--- config.mk ---
export PLATFORM = sky130hd
export DESIGN_NAME = hrie_irq
export DESIGN_NICKNAME = d
export VERILOG_FILES = /design/src/hdl/hrie_pkg.sv /design/src/hdl/hrie_irq.sv
export SDC_FILE = /design/constraint.sdc
export NUM_CORES = 1
export LEC_CHECK = 0
export ABC_AREA = 0
export CORE_ASPECT_RATIO = 1.2
export CORE_MARGIN = 8
export CORE_UTILIZATION = 35
export DETAILED_ROUTE_END_ITERATION = 10
export DONT_BUFFER_PORTS = 1
export GPL_TIMING_DRIVEN = 1
export PLACE_DENSITY = 0.49
export SYNTH_ARGS = -nofsm -noshare
export SYNTH_HDL_FRONTEND = slang
export SYNTH_SLANG_ARGS = --single-unit
export TNS_END_PERCENT = 5
--- constraint.sdc ---
create_clock -name mclk -period 5.42 [get_ports mclk]
set_input_delay 0.271 -clock mclk [delete_from_list [all_inputs] [get_ports mclk]]
set_output_delay 0.271 -clock mclk [all_outputs]
set_load 0.005 [all_outputs]
--- src/hdl/hrie_pkg.sv ---
/*
 * Package for the third receive data-link interrupt block: register
 * indices and byte addresses, field positions, reset values, HDLC
 * constants and the carrier struct of the receive path.
 * Assumes a 32-bit Avalon-MM slave port with byte addresses.
 */
package hrie_pkg;

	// ----------------------------------------------------------------
	// Register map: printed index, byte address is four times it
	// ----------------------------------------------------------------
	localparam logic [11:0] IDX_DL_STAT  = 12'hB26;
	localparam logic [11:0] IDX_DL_EN    = 12'hB27;
	localparam logic [11:0] IDX_OVR_STAT = 12'hB28;
	localparam logic [11:0] IDX_OVR_EN   = 12'hB29;
	localparam logic [13:0] ADDR_DL_STAT  = {IDX_DL_STAT, 2'b00};
	localparam logic [13:0] ADDR_DL_EN    = {IDX_DL_EN, 2'b00};
	localparam logic [13:0] ADDR_OVR_STAT = {IDX_OVR_STAT, 2'b00};
	localparam logic [13:0] ADDR_OVR_EN   = {IDX_OVR_EN, 2'b00};

	// ----------------------------------------------------------------
	// Field positions and reset values
	// ----------------------------------------------------------------
	localparam int          BIT_CHECK_ERR = 2;
	localparam int          BIT_ABORT     = 1;
	localparam int          BIT_FLAG      = 0;
	localparam int          BIT_OVERSIZE  = 0;
	localparam logic [2:0]  DL_RST        = 3'h0;
	localparam logic        OVR_RST       = 1'b0;

	// ----------------------------------------------------------------
	// HDLC receive constants
	// ----------------------------------------------------------------
	localparam logic [7:0]  FLAG_OCTET    = 8'h7E;
	localparam logic [2:0]  ABORT_ONES    = 3'h7;
	localparam logic [8:0]  MAX_MSG_BYTES = 9'h114;

	// Receive data-link path, one clock domain with the register port
	typedef struct packed {
		logic dl_bit;       // Serial data-link bit
		logic dl_valid;     // Qualifies dl_bit
		logic byte_stb;     // One message byte received
		logic check_err;    // Frame check error on the last message
	} hrie_rx_t;

endpackage

--- src/hdl/hrie_irq.sv ---
/*
 * Interrupt enable and status logic of the third receive data-link
 * controller: frame check error, abort, flag octet and oversize
 * message flags, their enables, one level interrupt and an
 * Avalon-MM register slave with waitrequest.
 * Assumes the receive path runs on mclk and a master that holds its
 * request until it samples waitrequest low.
 */
// Added by the designer: register access over Avalon-MM.
`timescale 1ns/10ps

// Behaviour
// - Check error raises interrupt when enabled
// - Seven ones abort raises interrupt when enabled
// - Flag octet 0x7E raises interrupt when enabled
// - Oversize flag sets beyond 276 message bytes
// - Oversize flag holds until read, read clears
// - Oversize enable gates oversize interrupt
// - Data-link flags latch, cleared on status read
module hrie_irq (
	input  wire logic              mclk,
	input  wire logic              rst,
	input  wire logic [13:0]       avs_address,
	input  wire logic              avs_read,
	input  wire logic              avs_write,
	input  wire logic [31:0]       avs_writedata,
	input  wire logic [3:0]        avs_byteenable,
	output logic      [31:0]       avs_readdata,
	output logic                   avs_waitrequest,
	input  wire hrie_pkg::hrie_rx_t rx,
	output logic                   irq
);

	// ----------------------------------------------------------------
	// Declarations
	// ----------------------------------------------------------------
	logic [2:0]  dl_stat_q;
	logic [2:0]  dl_stat_d;
	logic [2:0]  dl_en_q;
	logic [2:0]  dl_en_d;
	logic        ovr_stat_q;
	logic        ovr_stat_d;
	logic        ovr_en_q;
	logic        ovr_en_d;
	logic [7:0]  shift_q;
	logic [7:0]  shift_d;
	logic [2:0]  ones_q;
	logic [8:0]  count_q;
	logic        flag_ev;
	logic        abort_ev;
	logic        ovr_ev;
	logic [2:0]  dl_ev;
	logic        wait_q;
	logic [31:0] rdata_q;
	logic [2:0]  dl_seen_q;
	logic        ovr_seen_q;
	logic        irq_q;
	logic        req;
	logic        acc;
	logic        wr_acc;
	logic        rd_acc;

	// ----------------------------------------------------------------
	// Bus handshake
	// ----------------------------------------------------------------

	// A request is taken only on the edge where waitrequest is low
	assign req    = avs_read | avs_write;
	assign acc    = req & ~wait_q;
	assign wr_acc = acc & avs_write & avs_byteenable[0];
	assign rd_acc = acc & avs_read;

	// Waitrequest drops for one cycle after a request is seen
	always_ff @(posedge mclk) begin
		if (rst) begin
			wait_q <= 1'b1;
		end else if (req && wait_q) begin
			wait_q <= 1'b0;
		end else begin
			wait_q <= 1'b1;
		end
	end

	// Read data is caught with the flag values that will be cleared,
	// so an event arriving after the capture is never lost
	always_ff @(posedge mclk) begin
		if (rst) begin
			rdata_q    <= 32'h0000_0000;
			dl_seen_q  <= 3'h0;
			ovr_seen_q <= 1'b0;
		end else if (req && wait_q) begin
			rdata_q    <= 32'h0000_0000;
			dl_seen_q  <= 3'h0;
			ovr_seen_q <= 1'b0;
			if (avs_read) begin
				case (avs_address)
				hrie_pkg::ADDR_DL_STAT: begin
					rdata_q[2:0] <= dl_stat_q;
					dl_seen_q    <= dl_stat_q;
				end
				hrie_pkg::ADDR_DL_EN: begin
					rdata_q[2:0] <= dl_en_q;
				end
				hrie_pkg::ADDR_OVR_STAT: begin
					rdata_q[0] <= ovr_stat_q;
					ovr_seen_q <= ovr_stat_q;
				end
				hrie_pkg::ADDR_OVR_EN: begin
					rdata_q[0] <= ovr_en_q;
				end
				default: begin
					rdata_q <= 32'h0000_0000; // Unmapped reads zero
				end
				endcase
			end
		end
	end

	// ----------------------------------------------------------------
	// Flag octet and abort detection on the serial channel
	// ----------------------------------------------------------------

	// Bits enter at the top; the flag pattern is symmetric anyway
	assign shift_d = rx.dl_valid ? {rx.dl_bit, shift_q[7:1]} : shift_q;
	assign flag_ev = rx.dl_valid && (shift_d == hrie_pkg::FLAG_OCTET);

	// Abort fires once, on the seventh one in a row
	assign abort_ev = rx.dl_valid && rx.dl_bit &&
		(ones_q == hrie_pkg::ABORT_ONES - 3'h1);

	// Shift register of the last eight channel bits
	always_ff @(posedge mclk) begin
		if (rst) begin
			shift_q <= 8'h00;
		end else begin
			shift_q <= shift_d;
		end
	end

	// Run of ones, saturating so a long idle-ones line fires only once
	always_ff @(posedge mclk) begin
		if (rst) begin
			ones_q <= 3'h0;
		end else if (rx.dl_valid) begin
			if (!rx.dl_bit) begin
				ones_q <= 3'h0;
			end else if (ones_q != hrie_pkg::ABORT_ONES) begin
				ones_q <= ones_q + 3'h1;
			end
		end
	end

	// ----------------------------------------------------------------
	// Oversize message counter
	// ----------------------------------------------------------------

	// A flag closes the message; the count saturates one past the limit
	assign ovr_ev = rx.byte_stb && (count_q == hrie_pkg::MAX_MSG_BYTES);

	// Bytes since the last flag octet
	always_ff @(posedge mclk) begin
		if (rst) begin
			count_q <= 9'h000;
		end else if (flag_ev) begin
			count_q <= 9'h000;
		end else if (rx.byte_stb &&
			count_q <= hrie_pkg::MAX_MSG_BYTES) begin
			count_q <= count_q + 9'h001;
		end
	end

	// ----------------------------------------------------------------
	// Status flags and enables
	// ----------------------------------------------------------------

	// Events gathered into the status layout
	always_comb begin
		dl_ev                          = 3'h0;
		dl_ev[hrie_pkg::BIT_CHECK_ERR] = rx.check_err;
		dl_ev[hrie_pkg::BIT_ABORT]     = abort_ev;
		dl_ev[hrie_pkg::BIT_FLAG]      = flag_ev;
	end

	// Read clears only what was reported; a new event wins the clear
	always_comb begin
		dl_stat_d  = dl_stat_q | dl_ev;
		ovr_stat_d = ovr_stat_q | ovr_ev;
		if (rd_acc && avs_address == hrie_pkg::ADDR_DL_STAT) begin
			dl_stat_d = (dl_stat_q & ~dl_seen_q) | dl_ev;
		end
		if (rd_acc && avs_address == hrie_pkg::ADDR_OVR_STAT) begin
			ovr_stat_d = (ovr_stat_q & ~ovr_seen_q) | ovr_ev;
		end
	end

	// Enables written through the low byte only; bits 6:3 of the
	// data-link enable belong to other interrupts and read as zero
	always_comb begin
		dl_en_d  = dl_en_q;
		ovr_en_d = ovr_en_q;
		if (wr_acc && avs_address == hrie_pkg::ADDR_DL_EN) begin
			dl_en_d = avs_writedata[2:0];
		end
		if (wr_acc && avs_address == hrie_pkg::ADDR_OVR_EN) begin
			ovr_en_d = avs_writedata[hrie_pkg::BIT_OVERSIZE];
		end
	end

	// Status flags
	always_ff @(posedge mclk) begin
		if (rst) begin
			dl_stat_q  <= hrie_pkg::DL_RST;
			ovr_stat_q <= hrie_pkg::OVR_RST;
		end else begin
			dl_stat_q  <= dl_stat_d;
			ovr_stat_q <= ovr_stat_d;
		end
	end

	// Enable registers
	always_ff @(posedge mclk) begin
		if (rst) begin
			dl_en_q  <= hrie_pkg::DL_RST;
			ovr_en_q <= hrie_pkg::OVR_RST;
		end else begin
			dl_en_q  <= dl_en_d;
			ovr_en_q <= ovr_en_d;
		end
	end

	// ----------------------------------------------------------------
	// Interrupt output
	// ----------------------------------------------------------------

	// Built from next values so it tracks the flags in the same cycle
	// A registered output keeps the pin free of decode glitches
	always_ff @(posedge mclk) begin
		if (rst) begin
			irq_q <= 1'b0;
		end else begin
			irq_q <= |(dl_stat_d & dl_en_d) | (ovr_stat_d & ovr_en_d);
		end
	end

	assign irq             = irq_q;
	assign avs_readdata    = rdata_q;
	assign avs_waitrequest = wait_q;
endmodule

==> impl_metrics.toml, run 1 <==
[global_routing]
grt_pass1_vias = 1255
grt_pass1_wl_um = 5950
antenna_found_initial = 0
grt_use_total = 0.0982
grt-ovfl-total = 0
grt_max_degree = 29

[timing]
timing.final.ws_setup_ns = 3.25
rsz0062_at_grt = "no"
finalSetupViolCount = 0
final.setup_skew_ns = 0.0116
tightest_slew_ns = 0.959
fin_crit_sh = 0.401
hold_viol_final = 0
setup_tns_ns = 0
maxSlewViolCount = 0
max_freq_ghz = 0.460
max-slew-margin-rel = 0.355
fin_crit_ns = 2.17

[die]
die_x_um = 82.5
fp.dieArea_mm2 = 0.00791
initial_core_util = 0.358
io_pins = 92
die_h_um = 95.8
fp-row-count = 29
core_area_mm2 = 0.00519

[clock_network]
root_buffer = "clkbuf_8"
postCtsSetupBuffers = 0
htree_num_levels = 2
cts_resized = 0
numCtsBuffers = 5
clk_pin_slew_ns = 0.08
clock_latency_ns = 0.29
cts_tree = "done"
cts_hold_buf = 0
cts_sinks = 36
clk_path_buf_depth = 2

[synthesis]
ys.flop_type = "dfxtp_1"
synth.distinct_cells = 45
syn_area_per_cell_um2 = 8.64
yosysSeqAreaShare = 0.388
synth_edf_count = 0
synthCells = 215
synth-seq-cells = 36
yosysWarnings = 0
syn_area_mm2 = 0.00186
async_reset_ff_frac = 0

[power]
seq_power_share = 0.557
switchingPower_uw = 122
internal_power_uw = 367
swShare = 0.250
max-vdd-ir-drop_v = 0.0000884
cellPowerDensity_mw_per_mm2 = 260
leakage_nw = 0.740
power.share.combinational = 0.052
clock_power_share = 0.391
total_power_uw = 489

[route]
routed_wl_um = 3920
remaining_drc_errors = 0
num_vias = 1335
viasPerCell = 4.84
drtAntennaViolNets = 0
routedWlPerCell_um = 14.2
first_pass_iters = 4
drtIter0Drc = 42

[placement]
place.gp.congestion = 0.729
numPlacedInstances = 268
dpl_worst_slack_ns = 2.88
io_buffers = 0
dp_hpwl_um = 3000

[finish]
nNetsFinal = 276
syn2layout_area_growth_pct = 1.14
layout-drive-gt1-share = 0.0748
diodes = 0
fin_cells = 276
post-route-util = 0.362

[worst_hold_path]
hold_path_class = "input pin to flop"

[critical_path]
worstSetupPathType = "input pin to flop"
cp-end-kind = "flop"
crit_required_ns = 5.61
arrival_ns = 2.37
crit_fanout = 6
cp-start-kind = "input pin"

[run]
maxCapViolCount = 0

[status]
outcome = "finished clean"
-- metrics by stage --
step,cell area (um^2),hold slack (ns)
after global placement,1790,0.345
after detailed placement,1790,0.344
after floorplan,1960,0.399
after CTS,1880,0.0249
final,1880,0.0315
after global routing,1880,0.0145
-- cells in the mapped netlist (2+ instances only) --
library cell,number,area (um^2)
nor2_1,34,128
mux2i_1,12,120
a22oi_1,2,15.0
o21a_1,2,15.0
inv_1,3,11.3
ha_1,5,62.6
a21oi_1,13,65.1
nor3_1,4,20.0
and4_1,3,26.3
nand4b_1,2,17.5
xor2_1,6,52.6
buf_1,3,11.3
nand4_1,4,25.0
or2_2,2,12.5
dfxtp_1,36,721
or4_4,2,22.5
clkbuf_1,4,15.0
nand3_1,8,40.0
buf_4,29,218
and3_1,4,25.0
o22a_1,2,17.5
nand2_1,12,45.0
-- area by class of cell --
type	instances	area, um^2
fillers	574	3310
multi-input cells	167	982
flip-flops and latches	36	721
well taps	62	77.6
clock buffers	5	68.8
clock inverters	3	18.8
inverters	3	11.3
-- per-layer routing --
| metal | GRT usage | vias to the layer above | routed length, um |
|---|---|---|---|
| li1 | - | 678 | - |
| met5 | 0 | - | 0 |
| met3 | 0.0364 | 6 | 438 |
| met2 | 0.170 | 41 | 1900 |
| met4 | 0.0548 | 0 | 76 |
| met1 | 0.0988 | 610 | 1500 |
-- cells in the final DEF (no fill, tap or decap), types with 2 or more instances in the layout --
cell type	netlist	layout
dfxtp_1	36	36
mux2i_1	12	12
nor2_1	34	34
clkbuf_8	0	5
or4_4	2	2
xor2_1	6	6
nand2_1	12	12
nand4_1	4	4
clkinv_2	0	2
and4_1	3	3
or2_2	2	2
a22oi_1	2	2
nor3_1	4	4
ha_1	5	5
nand3_1	8	8
nand4b_1	2	2
a21oi_1	13	13
and3_1	4	4
o22a_1	2	2
inv_1	3	3
o21a_1	2	2
conb_1	1	29
-- logic make-up after synthesis --
logic type,share of synthesized area
other,0.00202
xor gates and xnor gates,0.0330
AOI/OAI and AO/OA,0.0909
buffers and inverters,0.140
adders and majority gates,0.0337
and+or+nand+nor,0.248
DFF,0.388
muxes,0.0646
-- power groups by stage --
stage | sequential, mW | combinational, mW | clock (mW)
2_1_floorplan | 0.277 | 0.0417 | 0
3_3_place_gp | 0.278 | 0.0250 | 0
3_5_place_dp | 0.279 | 0.0249 | 0
4_1_cts | 0.272 | 0.0250 | 0.199
5_1_grt | 0.273 | 0.0296 | 0.209
6_report | 0.272 | 0.0256 | 0.191
-- worst paths after layout --
kind,startpoint,to,slack (ns),cells past startpoint
setup / recovery,avs_address[12],irq,3.25,6
hold / removal,rst,irq,0.03,1
setup reg to reg,count_q[7],count_q[4],3.58,6
hold reg to reg,dl_seen_q[1],dl_seen_q[1],0.46,2
-- worst max-delay path, stage by stage --
cell and delay [ns]:
or4b_1 0.56, nor4_1 0.81, nand3_1 0.16, a21oi_1 0.29
o22a_1 0.22, a21oi_2 0.06
-- sequential cells by signal, indices dropped and copies added (netlist names), 3 cells and up --
| signal | count |
|---|---|
| ones_q | 3 |
| shift_q | 7 |
| dl_en_q | 3 |
| dl_seen_q | 3 |
| dl_stat_q | 3 |
| count_q | 9 |
| avs_readdata | 3 |
Note: power is estimated with default switching activity, not from simulation.
==> inputs of run 2 (changes only) <==
--- a/config.mk
+++ b/config.mk
@@ -12,7 +12,7 @@
 export DETAILED_ROUTE_END_ITERATION = 10
 export DONT_BUFFER_PORTS = 1
 export GPL_TIMING_DRIVEN = 1
-export PLACE_DENSITY = 0.49
+export PLACE_DENSITY = 0.51
 export SYNTH_ARGS = -nofsm -noshare
 export SYNTH_HDL_FRONTEND = slang
 export SYNTH_SLANG_ARGS = --single-unit
==> constraint.sdc (replaced) <==
create_clock -name mclk -period 1.7 [get_ports mclk]
set_input_delay 0.085 -clock mclk [delete_from_list [all_inputs] [get_ports mclk]]
set_output_delay 0.085 -clock mclk [all_outputs]
set_load 0.005 [all_outputs]
==> run 2 against run 1 <==
Effect of this change: cell area rose by 14%; clock skew decreased by 0.0069 ns; via count rose by 8.5%; critical endpoint unchanged; largest cell class unchanged.
==> impl_metrics.toml, run 2 (synthesis gave the netlist of run 1 again) <==
[route]
drtIter0Drc = 58
remaining_drc_errors = 0
first_pass_iters = 4
viasPerCell = 4.81
drtAntennaViolNets = 0
routed_wl_um = 4050
num_vias = 1448
routedWlPerCell_um = 13.5

[placement]
dp_hpwl_um = 3100
io_buffers = 0
dpl_worst_slack_ns = -0.180
place_area_mm2 = 0.00194
place.gp.congestion = 0.730
numPlacedInstances = 286

[die]
initial_core_util = 0.358
fp-row-count = 29
die_x_um = 82.5
io_pins = 92
core_area_mm2 = 0.00519
die_h_um = 95.8
fp.dieArea_mm2 = 0.00791

[timing]
hold_viol_final = 0
finalSetupViolCount = 0
setup_tns_ns = 0
tightest_slew_ns = 1.02
timing.final.ws_setup_ns = 0.0686
max_freq_ghz = 0.613
fin_crit_ns = 1.63
maxSlewViolCount = 0
rsz0062_at_grt = "yes"
max-slew-margin-rel = 0.321
fin_crit_sh = 0.960
final.setup_skew_ns = 0.00463

[finish]
syn2layout_area_growth_pct = 14.9
regMostFlops = "count_q"
final_common_cell = "dfxtp_1"
largest_reg_flops = 9
fin_area_mm2 = 0.00214
final_cell_mix = "36 x dfxtp_1, 33 x nor2_1, 29 x conb_1, 18 x buf_4, 13 x a21oi_1"
fin_cells = 301
fillers = 565
top_regs = "count_q (9), shift_q (7)"
diodes = 0
nNetsFinal = 301
multiInputGateArea_mm2 = 0.00101
layout-drive-gt1-share = 0.163
regArea_um2 = 721

[clock_network]
clock_latency_ns = 0.28
root_buffer = "clkbuf_8"
cts_tree = "done"
cts_sinks = 36
htree_num_levels = 2
postCtsSetupBuffers = 0
clk_path_buf_depth = 2
clk_pin_slew_ns = 0.07
numCtsBuffers = 5

[global_routing]
grt-ovfl-total = 0
grt_max_degree = 28
grt_use_total = 0.103
grt_pass1_vias = 1401
grt_pass1_wl_um = 6440
antenna_found_initial = 0

[critical_path]
cp-start-kind = "input pin"
cpPeakStageDelay_ns = 0.54
rrSetupSlack_ns = 0.13
cp-end-kind = "flop"
critPathTopFamily = "simple AND/OR/NAND/NOR gates"
cp_cell_sequence = "or4b_4, or4_4, nor2_4, mux2i_1, o22a_1, a21oi_2"
worstSetupPathType = "input pin to flop"
ff2ff_path_depth = 6
crit_fanout = 3
crit_required_ns = 1.83
cp_num_buf_inv = 0
reg2reg_from = "count_q[7]"
cpMaxStageDelayCell = "or4b_4"
rr_endpoint = "count_q[4]"
arrival_ns = 1.76

[power]
cellPowerDensity_mw_per_mm2 = 802
leakage_nw = 0.868
max-vdd-ir-drop_v = 0.000321

[worst_hold_path]
hold_start = "rx[2]"
hold_depth = 3
hold-path-endpoint = "ones_q[0]"
hold_path_class = "input pin to flop"

[run]
maxCapViolCount = 0

[status]
outcome = "finished clean"
## run 2: layout make-up
class | count | share of cell area
Multi-Input combinational cell | 167 | 0.475
Sequential cell | 36 | 0.337
Timing Repair Buffer | 25 | 0.0961
Clock buffer | 6 | 0.0340
Inverter | 3 | 0.00527
Tap cell | 62 | 0.0363
Clock inverter | 2 | 0.0164
## run 2: per-stage QoR
step	hold WS, ns	total power [mW]	utilization
final	0.0494	1.71	0.412
after global routing	0.0719	1.80	0.412
after global placement	0.157	0.976	0.374
after floorplan	0.213	1.02	-
after CTS	0.0357	1.74	0.409
after detailed placement	0.157	0.977	0.374
## run 2: repair_timing
item / in CTS / in global routing
gates resized for setup: 2 / 3
endpoints found under the hold margin: 27 / 0
setup endpoints to repair: 9 / 10
hold buffers: 7 / 0
pin swaps: 0 / 1
## run 2: how the worst max path moves through the flow
stage | depth (start not counted) | startpoint | end
after floorplan | 6 | avs_address[0] | irq
after global placement | 6 | avs_address[0] | irq
after detailed placement | 6 | avs_address[0] | irq
after CTS | 6 | count_q[7] | count_q[6]
after global routing | 6 | avs_address[0] | irq
final | 6 | avs_address[0] | irq
## run 2: report_power, final
group	internal, mW	leakage, nW	switching, mW	total [mW]
Combinational	0.0482	0.521	0.0738	0.122
Sequential	0.856	0.291	0.0105	0.867
Clock	0.435	0.0552	0.290	0.725
Total	1.34	0.868	0.375	1.71
## run 2: routing by layer
metal | track usage | vias up | routed length (um)
li1 | - | 731 | -
met1 | 0.111 | 670 | 1540
met3 | 0.0290 | 5 | 410
met5 | 0 | - | 0
met4 | 0.0389 | 0 | 62
met2 | 0.185 | 42 | 2040
## run 2: worst min-delay path: stages
cell     delay (ns)
a21oi_1        0.04
a21oi_1        0.12
nor2_1         0.04
==> inputs of run 3 (changes only) <==
--- a/config.mk
+++ b/config.mk
@@ -9,10 +9,11 @@
 export CORE_ASPECT_RATIO = 1.2
 export CORE_MARGIN = 8
 export CORE_UTILIZATION = 35
+export CTS_CLUSTER_SIZE = 25
 export DETAILED_ROUTE_END_ITERATION = 10
 export DONT_BUFFER_PORTS = 1
 export GPL_TIMING_DRIVEN = 1
-export PLACE_DENSITY = 0.51
+export PLACE_DENSITY = 0.49
 export SYNTH_ARGS = -nofsm -noshare
 export SYNTH_HDL_FRONTEND = slang
 export SYNTH_SLANG_ARGS = --single-unit
==> constraint.sdc (replaced) <==
create_clock -name mclk -period 1.8 [get_ports mclk]
set_input_delay 0.09 -clock mclk [delete_from_list [all_inputs] [get_ports mclk]]
set_output_delay 0.09 -clock mclk [all_outputs]
set_load 0.005 [all_outputs]
==> run 3 against run 2 <==
Effect of this change: via count is 0.41% lower; clock power is 21% lower; first-iteration DRC count is 24% lower; critical path depth stayed put; core utilization is 1.0 points lower; combinational power is 8% lower; non-clock buffer count is 3 lower; cell area is 2.5% lower; largest cell class unchanged; setup slack better by 0.013 ns.
==> impl_metrics.toml, run 3 (synthesis gave the netlist of run 1 again) <==
[finish]
fillers = 542
diodes = 0
final_common_cell = "dfxtp_1"
layout-drive-gt1-share = 0.148
largest_reg_flops = 9
syn2layout_area_growth_pct = 12.1
fin_cells = 298
fin_area_mm2 = 0.00208
regMostFlops = "count_q"
post-route-util = 0.401
top_regs = "count_q (9), shift_q (7)"
final_cell_mix = "36 x dfxtp_1, 33 x nor2_1, 29 x conb_1, 14 x buf_4, 13 x a21oi_1"
nNetsFinal = 298

[route]
routed_wl_um = 4240
routedWlPerCell_um = 14.2
first_pass_iters = 4
drtIter0Drc = 44
remaining_drc_errors = 0
drtAntennaViolNets = 0
num_vias = 1442
viasPerCell = 4.84

[die]
die_x_um = 82.5
core_area_mm2 = 0.00519
fp.dieArea_mm2 = 0.00791
io_pins = 92
fp-row-count = 29
initial_core_util = 0.358
die_h_um = 95.8

[critical_path]
ff2ff_path_depth = 6
cp-start-kind = "input pin"
crit_fanout = 3
arrival_ns = 1.86
reg2reg_from = "avs_waitrequest"
rr_endpoint = "irq"
worstSetupPathType = "input pin to flop"
cp-end-kind = "flop"
rrSetupSlack_ns = 0.13
crit_required_ns = 1.94

[global_routing]
grt_max_degree = 28
grt-ovfl-total = 0
grt_pass1_vias = 1356
antenna_found_initial = 0
grt_use_total = 0.108
grt_pass1_wl_um = 6430

[placement]
numPlacedInstances = 282
io_buffers = 0
place_area_mm2 = 0.00191
place.gp.congestion = 0.747
dp_hpwl_um = 3200

[timing]
fin_crit_ns = 1.72
finalSetupViolCount = 0
tightest_slew_ns = 1.03
fin_crit_sh = 0.955
maxSlewViolCount = 0
final.setup_skew_ns = 0.00770
hold_viol_final = 0
max-slew-margin-rel = 0.310
setup_tns_ns = 0
max_freq_ghz = 0.582
rsz0062_at_grt = "no"

[clock_network]
root_buffer = "clkbuf_8"
cts_sinks = 36
clock_latency_ns = 0.29
clk_path_buf_depth = 2
numCtsBuffers = 5
htree_num_levels = 2
clk_pin_slew_ns = 0.07
cts_tree = "done"

[status]
outcome = "finished clean"

[worst_hold_path]
hold-path-endpoint = "ones_q[1]"
hold_start = "rx[2]"
hold_path_class = "input pin to flop"
hold_depth = 3

[power]
cellPowerDensity_mw_per_mm2 = 722
leakage_nw = 0.844
max-vdd-ir-drop_v = 0.000283
total_power_mw = 1.50

[run]
maxCapViolCount = 0
-- run 3: timing repair --
action | 4_1_cts | 5_1_grt
buffers inserted | 0 | 0
hold buffers | 8 | 0
hold endpoints to repair | 27 | 0
resized for setup | 0 | 2
setup endpoints to repair | 0 | 9
-- run 3: stage by stage --
stage / hold WS, ns / setup slack (ns)
2_1_floorplan: 0.218 / -0.0288
3_3_place_gp: 0.166 / -0.195
3_5_place_dp: 0.163 / -0.186
4_1_cts: 0.0345 / 0.0282
5_1_grt: 0.0552 / 0.00559
6_report: 0.0377 / 0.0816
-- run 3: worst max path at each step --
stage	start	endpoint	slack (ns)	cells after the start
final	avs_address[0]	irq	0.08	6
after global routing	avs_waitrequest	irq	0.006	6
after CTS	count_q[7]	count_q[1]	0.03	7
after detailed placement	avs_address[0]	irq	-0.19	6
after global placement	avs_address[0]	irq	-0.19	6
after floorplan	avs_address[0]	irq	-0.03	6
-- run 3: power breakdown --
part           switching (mW)  internal [mW]
registers              0.0110          0.808
clock network           0.303          0.270
logic                  0.0691         0.0427
-- run 3: worst max-delay path: stages --
cell and delay, ns:
or4b_4 0.54, or4_4 0.52, nor2_4 0.15, mux2i_1 0.28, o22a_1 0.22, a21oi_2 0.07
-- run 3: routing by layer --
metal	global-route usage	up-vias	part of all wire
met5	0	-	0
met4	0.0476	0	0.016
met3	0.0439	6	0.11
met2	0.191	46	0.50
met1	0.107	665	0.37
li1	-	725	-
-- run 3: area by class of cell --
cell class                 instances  area (um^2)  area share
clock buffer                       5         68.8      0.0330
clock inverter                     3         18.8     0.00901
inverter                           3         11.3     0.00541
multi-input combinational        167         1000       0.480
sequential                        36          721       0.346
tap                               62         77.6      0.0372
timing repair buffer              22          185      0.0889
